File: src/common/port_a_pkg.sv
package port_a_pkg;

  // ---------------------------------------------------------------
  // Bus and port widths
  // ---------------------------------------------------------------
  localparam int ADDR_W = 8;
  localparam int DATA_W = 32;
  localparam int PORT_W = 4;
  localparam int IRQ_W = 2;
  localparam int PC_W = 13;

  // ---------------------------------------------------------------
  // Register map: printed indices, byte address is four times the index
  // ---------------------------------------------------------------
  localparam logic [ADDR_W-1:0] DIR_INDEX = 8'h02;
  localparam logic [ADDR_W-1:0] DATA_INDEX = 8'h03;
  localparam logic [ADDR_W-1:0] DIR_ADDR = {DIR_INDEX[5:0], 2'b00};
  localparam logic [ADDR_W-1:0] DATA_ADDR = {DATA_INDEX[5:0], 2'b00};
  localparam logic [ADDR_W-1:0] IRQ_STATUS_ADDR = 8'h10;
  localparam logic [ADDR_W-1:0] IRQ_MASK_ADDR = 8'h14;

  // ---------------------------------------------------------------
  // Reset values and field positions
  // ---------------------------------------------------------------
  localparam logic [PORT_W-1:0] DIR_RESET = 4'h0;
  localparam logic [PORT_W-1:0] DATA_RESET = 4'h0;
  localparam logic [IRQ_W-1:0] IRQ_RESET = 2'h0;
  localparam int IRQ_WAKE_BIT = 0;
  localparam int IRQ_EDGE_BIT = 1;
  localparam int CARRIER_BIT = 3;
  localparam int ANALOG_BIT = 0;
  localparam logic [PC_W-1:0] WAKE_VECTOR = 13'h0004;

  // ---------------------------------------------------------------
  // Timing
  // ---------------------------------------------------------------
  localparam int CLK_HZ = 50_000_000;
  localparam int CARRIER_HZ = 38_000;
  localparam int CARRIER_HALF_CYCLES = CLK_HZ / (2 * CARRIER_HZ);
  localparam int CARRIER_CNT_W = 10;
  localparam logic [CARRIER_CNT_W-1:0] CARRIER_LAST = 10'(CARRIER_HALF_CYCLES - 1);
  localparam int SETTLE_CYCLES = 64;
  localparam int SETTLE_CNT_W = 7;
  localparam logic [SETTLE_CNT_W-1:0] SETTLE_LAST = 7'(SETTLE_CYCLES - 1);

  // ---------------------------------------------------------------
  // Halt sequencer states
  // ---------------------------------------------------------------
  typedef enum logic [2:0] {
    ST_RUN = 3'b001,
    ST_HALT = 3'b010,
    ST_SETTLE = 3'b100
  } halt_state_t;

endpackage

File: src/rtl/port_a_wake_carrier_io.sv
`timescale 1ns/10ps
// Contract
// - Each direction bit makes its pin an output when 1, input when 0.
// - Output pins drive the data latch; reading returns the latch.
// - An output pin always has its pull-down switched off.
// - Input pins read the pin level; pull-down only when its option asks.
// - In halt, a rising edge on a wake pin wakes and restarts at vector.
// - Wake enable per pin comes from fixed options, not from registers.
// - Dual-edge option lets falling edges wake from halt as well.
// - Carrier option, bit 3 output, data 1: pin outputs a 38 kHz carrier.
// - Carrier option, bit 3 output, data 0: pin drives low, no carrier.
// - During halt the bit 3 pad is forced low.
// - Without the carrier option bit 3 is an ordinary port pin outside halt.
// - Schmitt option enables the bit 0 Schmitt wake buffer after reset.
// - Amplifier option drops bit 0 pull-downs, enables amplifier after reset.
// - Halt stops the clock; pin wake detection works without it.
// - After a wake, wait 64 clock cycles before the core moves on.
module port_a_wake_carrier_io
  import port_a_pkg::*;
(
  input wire logic clk_sys_i,
  input wire logic rst_i,
  input wire logic psel_i,
  input wire logic penable_i,
  input wire logic pwrite_i,
  input wire logic [ADDR_W-1:0] paddr_i,
  input wire logic [DATA_W-1:0] pwdata_i,
  input wire logic [3:0] pstrb_i,
  output logic [DATA_W-1:0] prdata_o,
  output logic pready_o,
  output logic pslverr_o,
  input wire logic [PORT_W-1:0] pad_i,
  output logic [PORT_W-1:0] pad_o,
  output logic [PORT_W-1:0] pad_oe_o,
  output logic [PORT_W-1:0] pulldown_en_o,
  input wire logic [PORT_W-1:0] pulldown_option_i,
  input wire logic [PORT_W-1:0] wake_option_i,
  input wire logic dual_edge_wake_option_i,
  input wire logic ir_carrier_option_i,
  input wire logic schmitt_wake_option_i,
  input wire logic amplifier_wake_option_i,
  input wire logic speaker_wake_option_i,
  input wire logic halt_req_i,
  output logic clk_stop_o,
  output logic wake_async_o,
  output logic core_hold_o,
  output logic vector_load_o,
  output logic [PC_W-1:0] wake_vector_o,
  output logic resume_o,
  output logic schmitt_buffer_en_o,
  output logic amp_wake_en_o,
  output logic irq_o
);

  // ---------------------------------------------------------------
  // Declarations
  // ---------------------------------------------------------------
  logic [PORT_W-1:0] dir_q;
  logic [PORT_W-1:0] data_q;
  logic [IRQ_W-1:0] irq_status_q;
  logic [IRQ_W-1:0] irq_mask_q;
  logic [IRQ_W-1:0] irq_set;
  logic [IRQ_W-1:0] irq_clear_q;
  logic [DATA_W-1:0] prdata_q;
  logic [PORT_W-1:0] pin_sync;
  logic [PORT_W-1:0] pin_prev_q;
  logic [PORT_W-1:0] snapshot_q;
  logic [PORT_W-1:0] wake_en;
  logic [PORT_W-1:0] run_edge;
  logic [PORT_W-1:0] halt_edge;
  logic [PORT_W-1:0] read_value;
  logic wake_sync;
  logic carrier;
  logic carrier_run;
  logic halted;
  logic setup_phase;
  logic access_write;
  logic addr_mapped;
  logic schmitt_en_q;
  logic amp_en_q;
  logic options_taken_q;
  logic [SETTLE_CNT_W-1:0] settle_q;
  halt_state_t state_q;
  halt_state_t state_d;

  // ---------------------------------------------------------------
  // Pin synchronisers and carrier divider
  // ---------------------------------------------------------------
  // Pads are asynchronous; reads and run-mode edges only see the second stage.
  pin_sync #(
    .WIDTH(PORT_W)
  ) u_pin_sync (
    .clk_sys_i(clk_sys_i),
    .rst_i(rst_i),
    .async_i(pad_i),
    .sync_o(pin_sync)
  );

  // The clockless wake request is brought back into the clock domain for the sequencer.
  pin_sync #(
    .WIDTH(1)
  ) u_wake_sync (
    .clk_sys_i(clk_sys_i),
    .rst_i(rst_i),
    .async_i(wake_async_o),
    .sync_o(wake_sync)
  );

  // The divider runs only while the carrier is really wanted, which saves toggling.
  assign carrier_run = ir_carrier_option_i & dir_q[CARRIER_BIT] & data_q[CARRIER_BIT] & ~halted;

  carrier_gen u_carrier_gen (
    .clk_sys_i(clk_sys_i),
    .rst_i(rst_i),
    .enable_i(carrier_run),
    .carrier_o(carrier)
  );

  // ---------------------------------------------------------------
  // Wake enables from fixed options
  // ---------------------------------------------------------------
  // Bit 0 wake is also masked under the speaker option, so a bad fuse set stays harmless.
  always_comb begin
    wake_en = wake_option_i;
    if (speaker_wake_option_i) begin
      wake_en[ANALOG_BIT] = 1'b0;
    end
  end

  // ---------------------------------------------------------------
  // Per-bit pad drive, pull-downs and edge terms
  // ---------------------------------------------------------------
  genvar gi;
  generate
    for (gi = 0; gi < PORT_W; gi++) begin : g_bit
      // Output enable follows the direction bit alone.
      assign pad_oe_o[gi] = dir_q[gi];
      if (gi == CARRIER_BIT) begin : g_carrier
        // Halt forces the emitter pad low before anything else is considered.
        assign pad_o[gi] = halted ? 1'b0 :
                           ir_carrier_option_i ? (data_q[gi] & carrier) :
                           data_q[gi];
      end else begin : g_plain
        assign pad_o[gi] = data_q[gi];
      end
      if (gi == ANALOG_BIT) begin : g_analog
        // The amplifier needs a clean bias, so the bit 0 pull-down goes away.
        assign pulldown_en_o[gi] = ~dir_q[gi] & pulldown_option_i[gi] & ~amp_en_q;
      end else begin : g_pull
        assign pulldown_en_o[gi] = ~dir_q[gi] & pulldown_option_i[gi];
      end
      // Output pins read the latch, input pins the synchronised pad.
      assign read_value[gi] = dir_q[gi] ? data_q[gi] : pin_sync[gi];
      // Running-mode edges come from synchronised samples.
      assign run_edge[gi] = wake_en[gi] & ((pin_sync[gi] & ~pin_prev_q[gi]) |
                            (dual_edge_wake_option_i & ~pin_sync[gi] & pin_prev_q[gi]));
      // Halt edges compare the raw pad with the level seen at halt entry, no clock needed.
      assign halt_edge[gi] = wake_en[gi] & ((pad_i[gi] & ~snapshot_q[gi]) |
                             (dual_edge_wake_option_i & ~pad_i[gi] & snapshot_q[gi]));
    end
  endgenerate

  // Raw wake request restarts the oscillator while the clock is still stopped.
  assign wake_async_o = halted & (|halt_edge);

  // ---------------------------------------------------------------
  // Halt and wake sequencer
  // ---------------------------------------------------------------
  assign halted = (state_q == ST_HALT);

  // Next state of the halt sequencer.
  always_comb begin
    state_d = state_q;
    case (state_q)
      ST_RUN: begin
        if (halt_req_i) begin
          state_d = ST_HALT;
        end
      end
      ST_HALT: begin
        if (wake_sync) begin
          state_d = ST_SETTLE;
        end
      end
      ST_SETTLE: begin
        if (settle_q == SETTLE_LAST) begin
          state_d = ST_RUN;
        end
      end
      default: begin
        state_d = ST_RUN;
      end
    endcase
  end

  // State register.
  always_ff @(posedge clk_sys_i or posedge rst_i) begin
    if (rst_i) begin
      state_q <= ST_RUN;
    end else begin
      state_q <= state_d;
    end
  end

  // Settle counter runs only in the settle state and restarts on each wake.
  always_ff @(posedge clk_sys_i or posedge rst_i) begin
    if (rst_i) begin
      settle_q <= '0;
    end else if (state_q == ST_SETTLE) begin
      settle_q <= settle_q + 7'h01;
    end else begin
      settle_q <= '0;
    end
  end

  // Pin level at halt entry is the reference for the clockless edge compare.
  always_ff @(posedge clk_sys_i or posedge rst_i) begin
    if (rst_i) begin
      snapshot_q <= '0;
    end else if (state_q == ST_RUN) begin
      snapshot_q <= pin_sync;
    end
  end

  // Previous synchronised sample for running-mode edges.
  always_ff @(posedge clk_sys_i or posedge rst_i) begin
    if (rst_i) begin
      pin_prev_q <= '0;
    end else begin
      pin_prev_q <= pin_sync;
    end
  end

  // The core holds while halted and during the settle wait.
  assign clk_stop_o = halted;
  assign core_hold_o = (state_q != ST_RUN);
  assign vector_load_o = halted & wake_sync;
  assign wake_vector_o = WAKE_VECTOR;
  assign resume_o = (state_q == ST_SETTLE) & (settle_q == SETTLE_LAST);

  // ---------------------------------------------------------------
  // Option capture after reset release
  // ---------------------------------------------------------------
  // Options are taken once at the first edge after release, not tracked afterwards.
  always_ff @(posedge clk_sys_i or posedge rst_i) begin
    if (rst_i) begin
      schmitt_en_q <= 1'b0;
      amp_en_q <= 1'b0;
      options_taken_q <= 1'b0;
    end else if (!options_taken_q) begin
      schmitt_en_q <= schmitt_wake_option_i;
      amp_en_q <= amplifier_wake_option_i;
      options_taken_q <= 1'b1;
    end
  end

  assign schmitt_buffer_en_o = schmitt_en_q;
  assign amp_wake_en_o = amp_en_q;

  // ---------------------------------------------------------------
  // APB slave
  // ---------------------------------------------------------------
  assign setup_phase = psel_i & ~penable_i;
  assign access_write = psel_i & penable_i & pwrite_i & pstrb_i[0];
  assign addr_mapped = (paddr_i == DIR_ADDR) | (paddr_i == DATA_ADDR) |
                       (paddr_i == IRQ_STATUS_ADDR) | (paddr_i == IRQ_MASK_ADDR);
  assign pready_o = 1'b1;
  assign pslverr_o = psel_i & penable_i & ~addr_mapped;
  assign prdata_o = prdata_q;

  // Read data is prepared in the setup cycle so it leaves a flip-flop.
  always_ff @(posedge clk_sys_i or posedge rst_i) begin
    if (rst_i) begin
      prdata_q <= '0;
      irq_clear_q <= '0;
    end else if (setup_phase && !pwrite_i) begin
      prdata_q <= '0;
      irq_clear_q <= '0;
      case (paddr_i)
        DIR_ADDR: begin
          prdata_q[PORT_W-1:0] <= dir_q;
        end
        DATA_ADDR: begin
          prdata_q[PORT_W-1:0] <= read_value;
        end
        IRQ_STATUS_ADDR: begin
          prdata_q[IRQ_W-1:0] <= irq_status_q;
          irq_clear_q <= irq_status_q;
        end
        IRQ_MASK_ADDR: begin
          prdata_q[IRQ_W-1:0] <= irq_mask_q;
        end
        default: begin
          prdata_q <= '0;
        end
      endcase
    end else if (!psel_i) begin
      irq_clear_q <= '0;
    end
  end

  // Direction register.
  always_ff @(posedge clk_sys_i or posedge rst_i) begin
    if (rst_i) begin
      dir_q <= DIR_RESET;
    end else if (access_write && paddr_i == DIR_ADDR) begin
      dir_q <= pwdata_i[PORT_W-1:0];
    end
  end

  // Data latch; writes land even on input pins and show once the pin turns output.
  always_ff @(posedge clk_sys_i or posedge rst_i) begin
    if (rst_i) begin
      data_q <= DATA_RESET;
    end else if (access_write && paddr_i == DATA_ADDR) begin
      data_q <= pwdata_i[PORT_W-1:0];
    end
  end

  // Interrupt mask.
  always_ff @(posedge clk_sys_i or posedge rst_i) begin
    if (rst_i) begin
      irq_mask_q <= IRQ_RESET;
    end else if (access_write && paddr_i == IRQ_MASK_ADDR) begin
      irq_mask_q <= pwdata_i[IRQ_W-1:0];
    end
  end

  // ---------------------------------------------------------------
  // Interrupt status
  // ---------------------------------------------------------------
  always_comb begin
    irq_set = '0;
    irq_set[IRQ_WAKE_BIT] = vector_load_o;
    irq_set[IRQ_EDGE_BIT] = (state_q == ST_RUN) & (|run_edge);
  end

  // Only bits that the read reported are cleared, and a new event wins over the clear.
  always_ff @(posedge clk_sys_i or posedge rst_i) begin
    if (rst_i) begin
      irq_status_q <= IRQ_RESET;
    end else if (psel_i && penable_i && !pwrite_i && paddr_i == IRQ_STATUS_ADDR) begin
      irq_status_q <= (irq_status_q & ~irq_clear_q) | irq_set;
    end else begin
      irq_status_q <= irq_status_q | irq_set;
    end
  end

  assign irq_o = |(irq_status_q & irq_mask_q);

endmodule

File: src/rtl/pin_sync.sv
`timescale 1ns/10ps
module pin_sync #(
  parameter int WIDTH = 4
) (
  input wire logic clk_sys_i,
  input wire logic rst_i,
  input wire logic [WIDTH-1:0] async_i,
  output logic [WIDTH-1:0] sync_o
);

  // ---------------------------------------------------------------
  // Two-stage synchroniser
  // ---------------------------------------------------------------
  logic [WIDTH-1:0] meta_q;
  logic [WIDTH-1:0] sync_q;

  // The first stage feeds only the second, so metastability stays contained.
  always_ff @(posedge clk_sys_i or posedge rst_i) begin
    if (rst_i) begin
      meta_q <= '0;
      sync_q <= '0;
    end else begin
      meta_q <= async_i;
      sync_q <= meta_q;
    end
  end

  assign sync_o = sync_q;

endmodule

File: src/rtl/carrier_gen.sv
`timescale 1ns/10ps
module carrier_gen
  import port_a_pkg::*;
(
  input wire logic clk_sys_i,
  input wire logic rst_i,
  input wire logic enable_i,
  output logic carrier_o
);

  // ---------------------------------------------------------------
  // Infrared carrier divider
  // ---------------------------------------------------------------
  logic [CARRIER_CNT_W-1:0] count_q;
  logic carrier_q;

  // The half period rounds down, so the carrier runs slightly fast.
  always_ff @(posedge clk_sys_i or posedge rst_i) begin
    if (rst_i) begin
      count_q <= '0;
      carrier_q <= 1'b0;
    end else if (!enable_i) begin
      count_q <= '0;
      carrier_q <= 1'b0;
    end else if (count_q == CARRIER_LAST) begin
      count_q <= '0;
      carrier_q <= ~carrier_q;
    end else begin
      count_q <= count_q + 10'h001;
    end
  end

  assign carrier_o = carrier_q;

endmodule

File: config.mk
export PLATFORM = sky130hd
export DESIGN_NAME = port_a_wake_carrier_io
export DESIGN_NICKNAME = d
export VERILOG_FILES = /design/src/common/port_a_pkg.sv /design/src/rtl/port_a_wake_carrier_io.sv /design/src/rtl/pin_sync.sv /design/src/rtl/carrier_gen.sv
export SDC_FILE = /design/constraint.sdc
export NUM_CORES = 1
export LEC_CHECK = 0
export BUFFER_PORTS_ARGS = -buffer_cell sky130_fd_sc_hd__clkbuf_2
export CAP_MARGIN = 25
export CORE_MARGIN = 10
export CORE_UTILIZATION = 39
export CTS_BUF_LIST = sky130_fd_sc_hd__clkbuf_4
export DETAILED_ROUTE_END_ITERATION = 8
export GPL_ROUTABILITY_DRIVEN = 0
export HOLD_SLACK_MARGIN = 0.15
export PLACE_DENSITY = 0.68
export SYNTH_ARGS = -nofsm -noshare
export SYNTH_HDL_FRONTEND = slang
export SYNTH_SLANG_ARGS = --single-unit
File: constraint.sdc
create_clock -name clk_sys_i -period 3.5 [get_ports clk_sys_i]
set_input_delay 0.35 -clock clk_sys_i [delete_from_list [all_inputs] [get_ports clk_sys_i]]
set_output_delay 0.35 -clock clk_sys_i [all_outputs]
set_load 0.005 [all_outputs]
==> metrics.md <==
| Metric | Value |
|---|---|
| Crit. Startpoint | state_q[0]$_DFFE_PP1P_ |
| Count leader, synth | dfrtp_1 |
| Initial antenna violation count | 0 |
| Simple-Gate Fraction of Synth Area | 17.3% |
| Num rows | 32 |
| Post-route cell area | 3510 sq um |
| Clk pin slew, worst setup/hold paths | 120 ps |
| Peak VDD IR | 0.294 mV |
| Register-to-Register Setup Slack | 1670 ps |
| Iter 0 DRT Violations | 100 |
| Leakage | 1.70 nW |
| DRC errors left | 0 |
| Final setup viols | 0 |
| Wire length on met3 | 653 microns |
| First-pass GRT wire length | 11100 microns |
| Worst-case reg-to-reg path depth | 2 |
| Clock Path Buffers | 2 |
| Worst reg2reg endpoint | snapshot_q[2]$_DFFE_PP0N_ |
| Max Cap Viol | 0 |
| Routed via count | 2195 |
| WL met1 | 2970 microns |
| Clock period minus worst slack | 2410 ps |
| Full die area | 11800 sq um |
| Fmax | 416 MHz |
| Worst setup path class | reg2out |
| ANT nets after route | 0 |
| Yosys reg bits | 60 |
| Largest net degree at the start of global routing | 37 |
| Post-synth EDFFs | 0 |
| Switch Pwr | 452 uW |
| Clock power frac | 32.6% |
| Worst EP arrival | 2060 ps |
| Setup crit end kind | output port |
| Primary FF master, synth | dfrtp_1 |
| DR top layer | met4 |
| CTS buffer count | 9 |
| CTS tree | built |
| Vias in the first global route | 2211 |
| Post-Route WL | 6830 microns |
| Fin. max-slew vios | 0 |
| Largest family of logic cells by synthesized area | simple AND/OR/NAND/NOR gates |
| H-Tree Depth | 3 |
| Switching part of the total power | 29.4% |
| Status | complete, no violations |
| Seq/Total Area, Yosys | 49.1% |
| Mapped Cells | 299 |
| Distinct cells, synth | 45 |
| Via-per-instance ratio | 4.60 |
| Top cells by count, synth | dfrtp_1, buf_4, nor2_1 |
| Crit path required time | 3150 ps |
| Seq pwr share | 51.8% |
| P_int | 1.09 mW |
| Fin. Hold Viols | 0 |
| YS warnings | 0 |
| Routed len/inst | 14.3 microns |
| # diodes | 0 |
| Met2 WL post-DR | 3140 microns |
| CP Launch Type | register |
| HPWL Detailed | 5290 microns |
| Hold Path Depth | 2 |
| Total grt overflow | 0 |
| Yosys top cell by area | dfrtp_1 |
| Areal power density over the cells | 438 nW/um^2 |
| RSZ-0062 raised after global routing | no |
| Total GRT Usage | 12.0% |
| Initial Utilization | 39.8% |
| Adder-cell share of the synthesized area | 1.23% |
| Die Wd | 109 microns |
| Comb pwr share | 15.6% |
| Termination of the worst setup path | core_hold_o |
| IO Pins | 134 |
| Port Buf Inserts | 60 |
| Synth Area in Compound Gates | 7.56% |
| Post-synth top area share | 48.2% |
| Final Skew | 13.6 ps |
| Fraction of layout cells with a size suffix above 1 | 26.7% |
| Mux cell area share after synthesis | 8.01% |
| Core area | 7690 sq um |
| Hold buffer count at CTS | 6 |
| Launching point of the worst reg2reg path | state_q[0]$_DFFE_PP1P_ |
| Max-Slew Margin vs Limit | 43.5% |
| Post-CTS Setup Bufs | 0 |
| CP max FO | 6 |
| Die height | 109 microns |
| Hold Crit Class | in2reg |
| Worst skew pair latency | 410 ps |
| Post-DP Area | 3290 sq um |
| Clk root buf | clkbuf_4 |
| Crit share post-route | 68.8% |
| Tightest Pin Transition | 846 ps |
| Final setup TNS | 0 ps |
| Ys async rst share | 100% |
| Synth area leaders | dfrtp_1, buf_4, mux2_2, nor2_1, nand2_1 |
| Drt pass-1 iters | 4 |
| Mapped Area | 3060 sq um |
| Final #Nets | 440 |
| Average size of a mapped cell | 10.2 sq um |
| CTS resizes | 0 |
| Clock Sink Count | 60 |
| Synth Area in XOR/XNOR | 3.15% |
| Synthesis-to-layout area growth | 14.6% |
cells in the final DEF, fill, tap and decap left out, types with 2 or more instances in the layout:
cell type | netlist | routed
mux2_2 | 12 | 12
conb_1 | 2 | 43
and2_1 | 2 | 2
a21o_1 | 3 | 3
clkbuf_2 | 0 | 60
mux2i_1 | 5 | 5
nand4_1 | 2 | 2
inv_6 | 0 | 2
xnor2_1 | 7 | 7
ha_1 | 3 | 3
nor4_1 | 2 | 2
dfrtp_1 | 59 | 59
o21ai_0 | 12 | 12
or3b_2 | 2 | 2
nor2_1 | 25 | 25
inv_1 | 13 | 12
a22oi_1 | 2 | 2
nand3_1 | 9 | 9
mux2_4 | 4 | 4
clkbuf_4 | 0 | 9
dlygate4sd3_1 | 0 | 8
or3_1 | 4 | 4
nor3b_1 | 3 | 3
a21oi_1 | 14 | 14
nand3b_1 | 6 | 6
nor3_1 | 3 | 3
nand2b_1 | 8 | 8
xor2_1 | 4 | 4
nor4b_1 | 2 | 2
clkinvlp_4 | 0 | 2
nor2b_1 | 4 | 4
nand2_1 | 23 | 23
flip-flops by register name, summed over array words and instances, names as in the netlist:
| signal | cells |
|---|---|
| pad_oe_o | 4 |
| data_q | 4 |
| snapshot_q | 4 |
| settle_q | 7 |
| prdata_o | 4 |
| u_wake_sync.meta_q | 1 |
| options_taken_q | 1 |
| u_carrier_gen.count_q | 10 |
| amp_wake_en_o | 1 |
| u_pin_sync.meta_q | 4 |
| schmitt_buffer_en_o | 1 |
| irq_status_q | 2 |
| irq_clear_q | 2 |
| irq_mask_q | 2 |
| state_q | 3 |
| u_pin_sync.sync_o | 4 |
| u_wake_sync.sync_o | 1 |
| u_carrier_gen.carrier_o | 1 |
| pin_prev_q | 4 |
metrics by stage:
stage	worst slack [ps]	hold WS (ps)	util (%)	power (mW)	cells
6_report	1090	191	45.7	1.54	477
5_1_grt	886	166	45.7	1.63	477
4_1_cts	1060	152	45.4	1.55	475
3_5_place_dp	1310	335	42.8	1.04	453
3_3_place_gp	1310	332	42.8	1.03	453
2_1_floorplan	1470	331	-	0.984	340
worst min path at each step:
stage,from,to,slack [ps]
5_1_grt,pwdata_i[1],pad_oe_o[1]$_DFFE_PP0P_,170
6_report,pwdata_i[1],pad_oe_o[1]$_DFFE_PP0P_,190
3_3_place_gp,u_pin_sync.meta_q[1]$_DFF_PP0_,u_pin_sync.sync_o[1]$_DFF_PP0_,330
4_1_cts,pwdata_i[2],pad_oe_o[2]$_DFFE_PP0P_,150
3_5_place_dp,u_pin_sync.meta_q[0]$_DFF_PP0_,u_pin_sync.sync_o[0]$_DFF_PP0_,330
2_1_floorplan,u_pin_sync.meta_q[0]$_DFF_PP0_,u_pin_sync.sync_o[0]$_DFF_PP0_,330
logic make-up after synthesis:
kind of cell	after synthesis
DFF	60
AOI/OAI and AO/OA	39
buffers and inverters	63
muxes	21
adders and majority gates	3
and+or+nand+nor	100
other	2
xor gates and xnor gates	11
metal layers:
metal  global-route usage, %  vias up
li1                        -     1074
met3                    4.54        6
met4                    4.52        0
met1                    14.9     1030
met5                       0        -
met2                    18.4       85
cell type report:
type	instances	area [sq um]
fillers	716	4180
well taps	102	128
clock inverters	7	75.1
multi-input cells	217	1300
flip-flops and latches	60	1500
repair buffers	69	388
clock buffers	9	67.6
inverters	13	48.8
critical path: stages, from the launching register on:
cell and delay, ps:
dfstp_2 590, nor3b_1 710, inv_1 180, clkbuf_2 170
power groups by stage:
| stage | combinational [mW] | clock [mW] | sequential [mW] |
|---|---|---|---|
| 3_5_place_dp | 0.232 | 0 | 0.808 |
| 5_1_grt | 0.274 | 0.552 | 0.807 |
| 2_1_floorplan | 0.188 | 0 | 0.796 |
| 4_1_cts | 0.239 | 0.514 | 0.797 |
| 3_3_place_gp | 0.226 | 0 | 0.804 |
| 6_report | 0.239 | 0.502 | 0.798 |
Power figures use the tool's default switching activity.
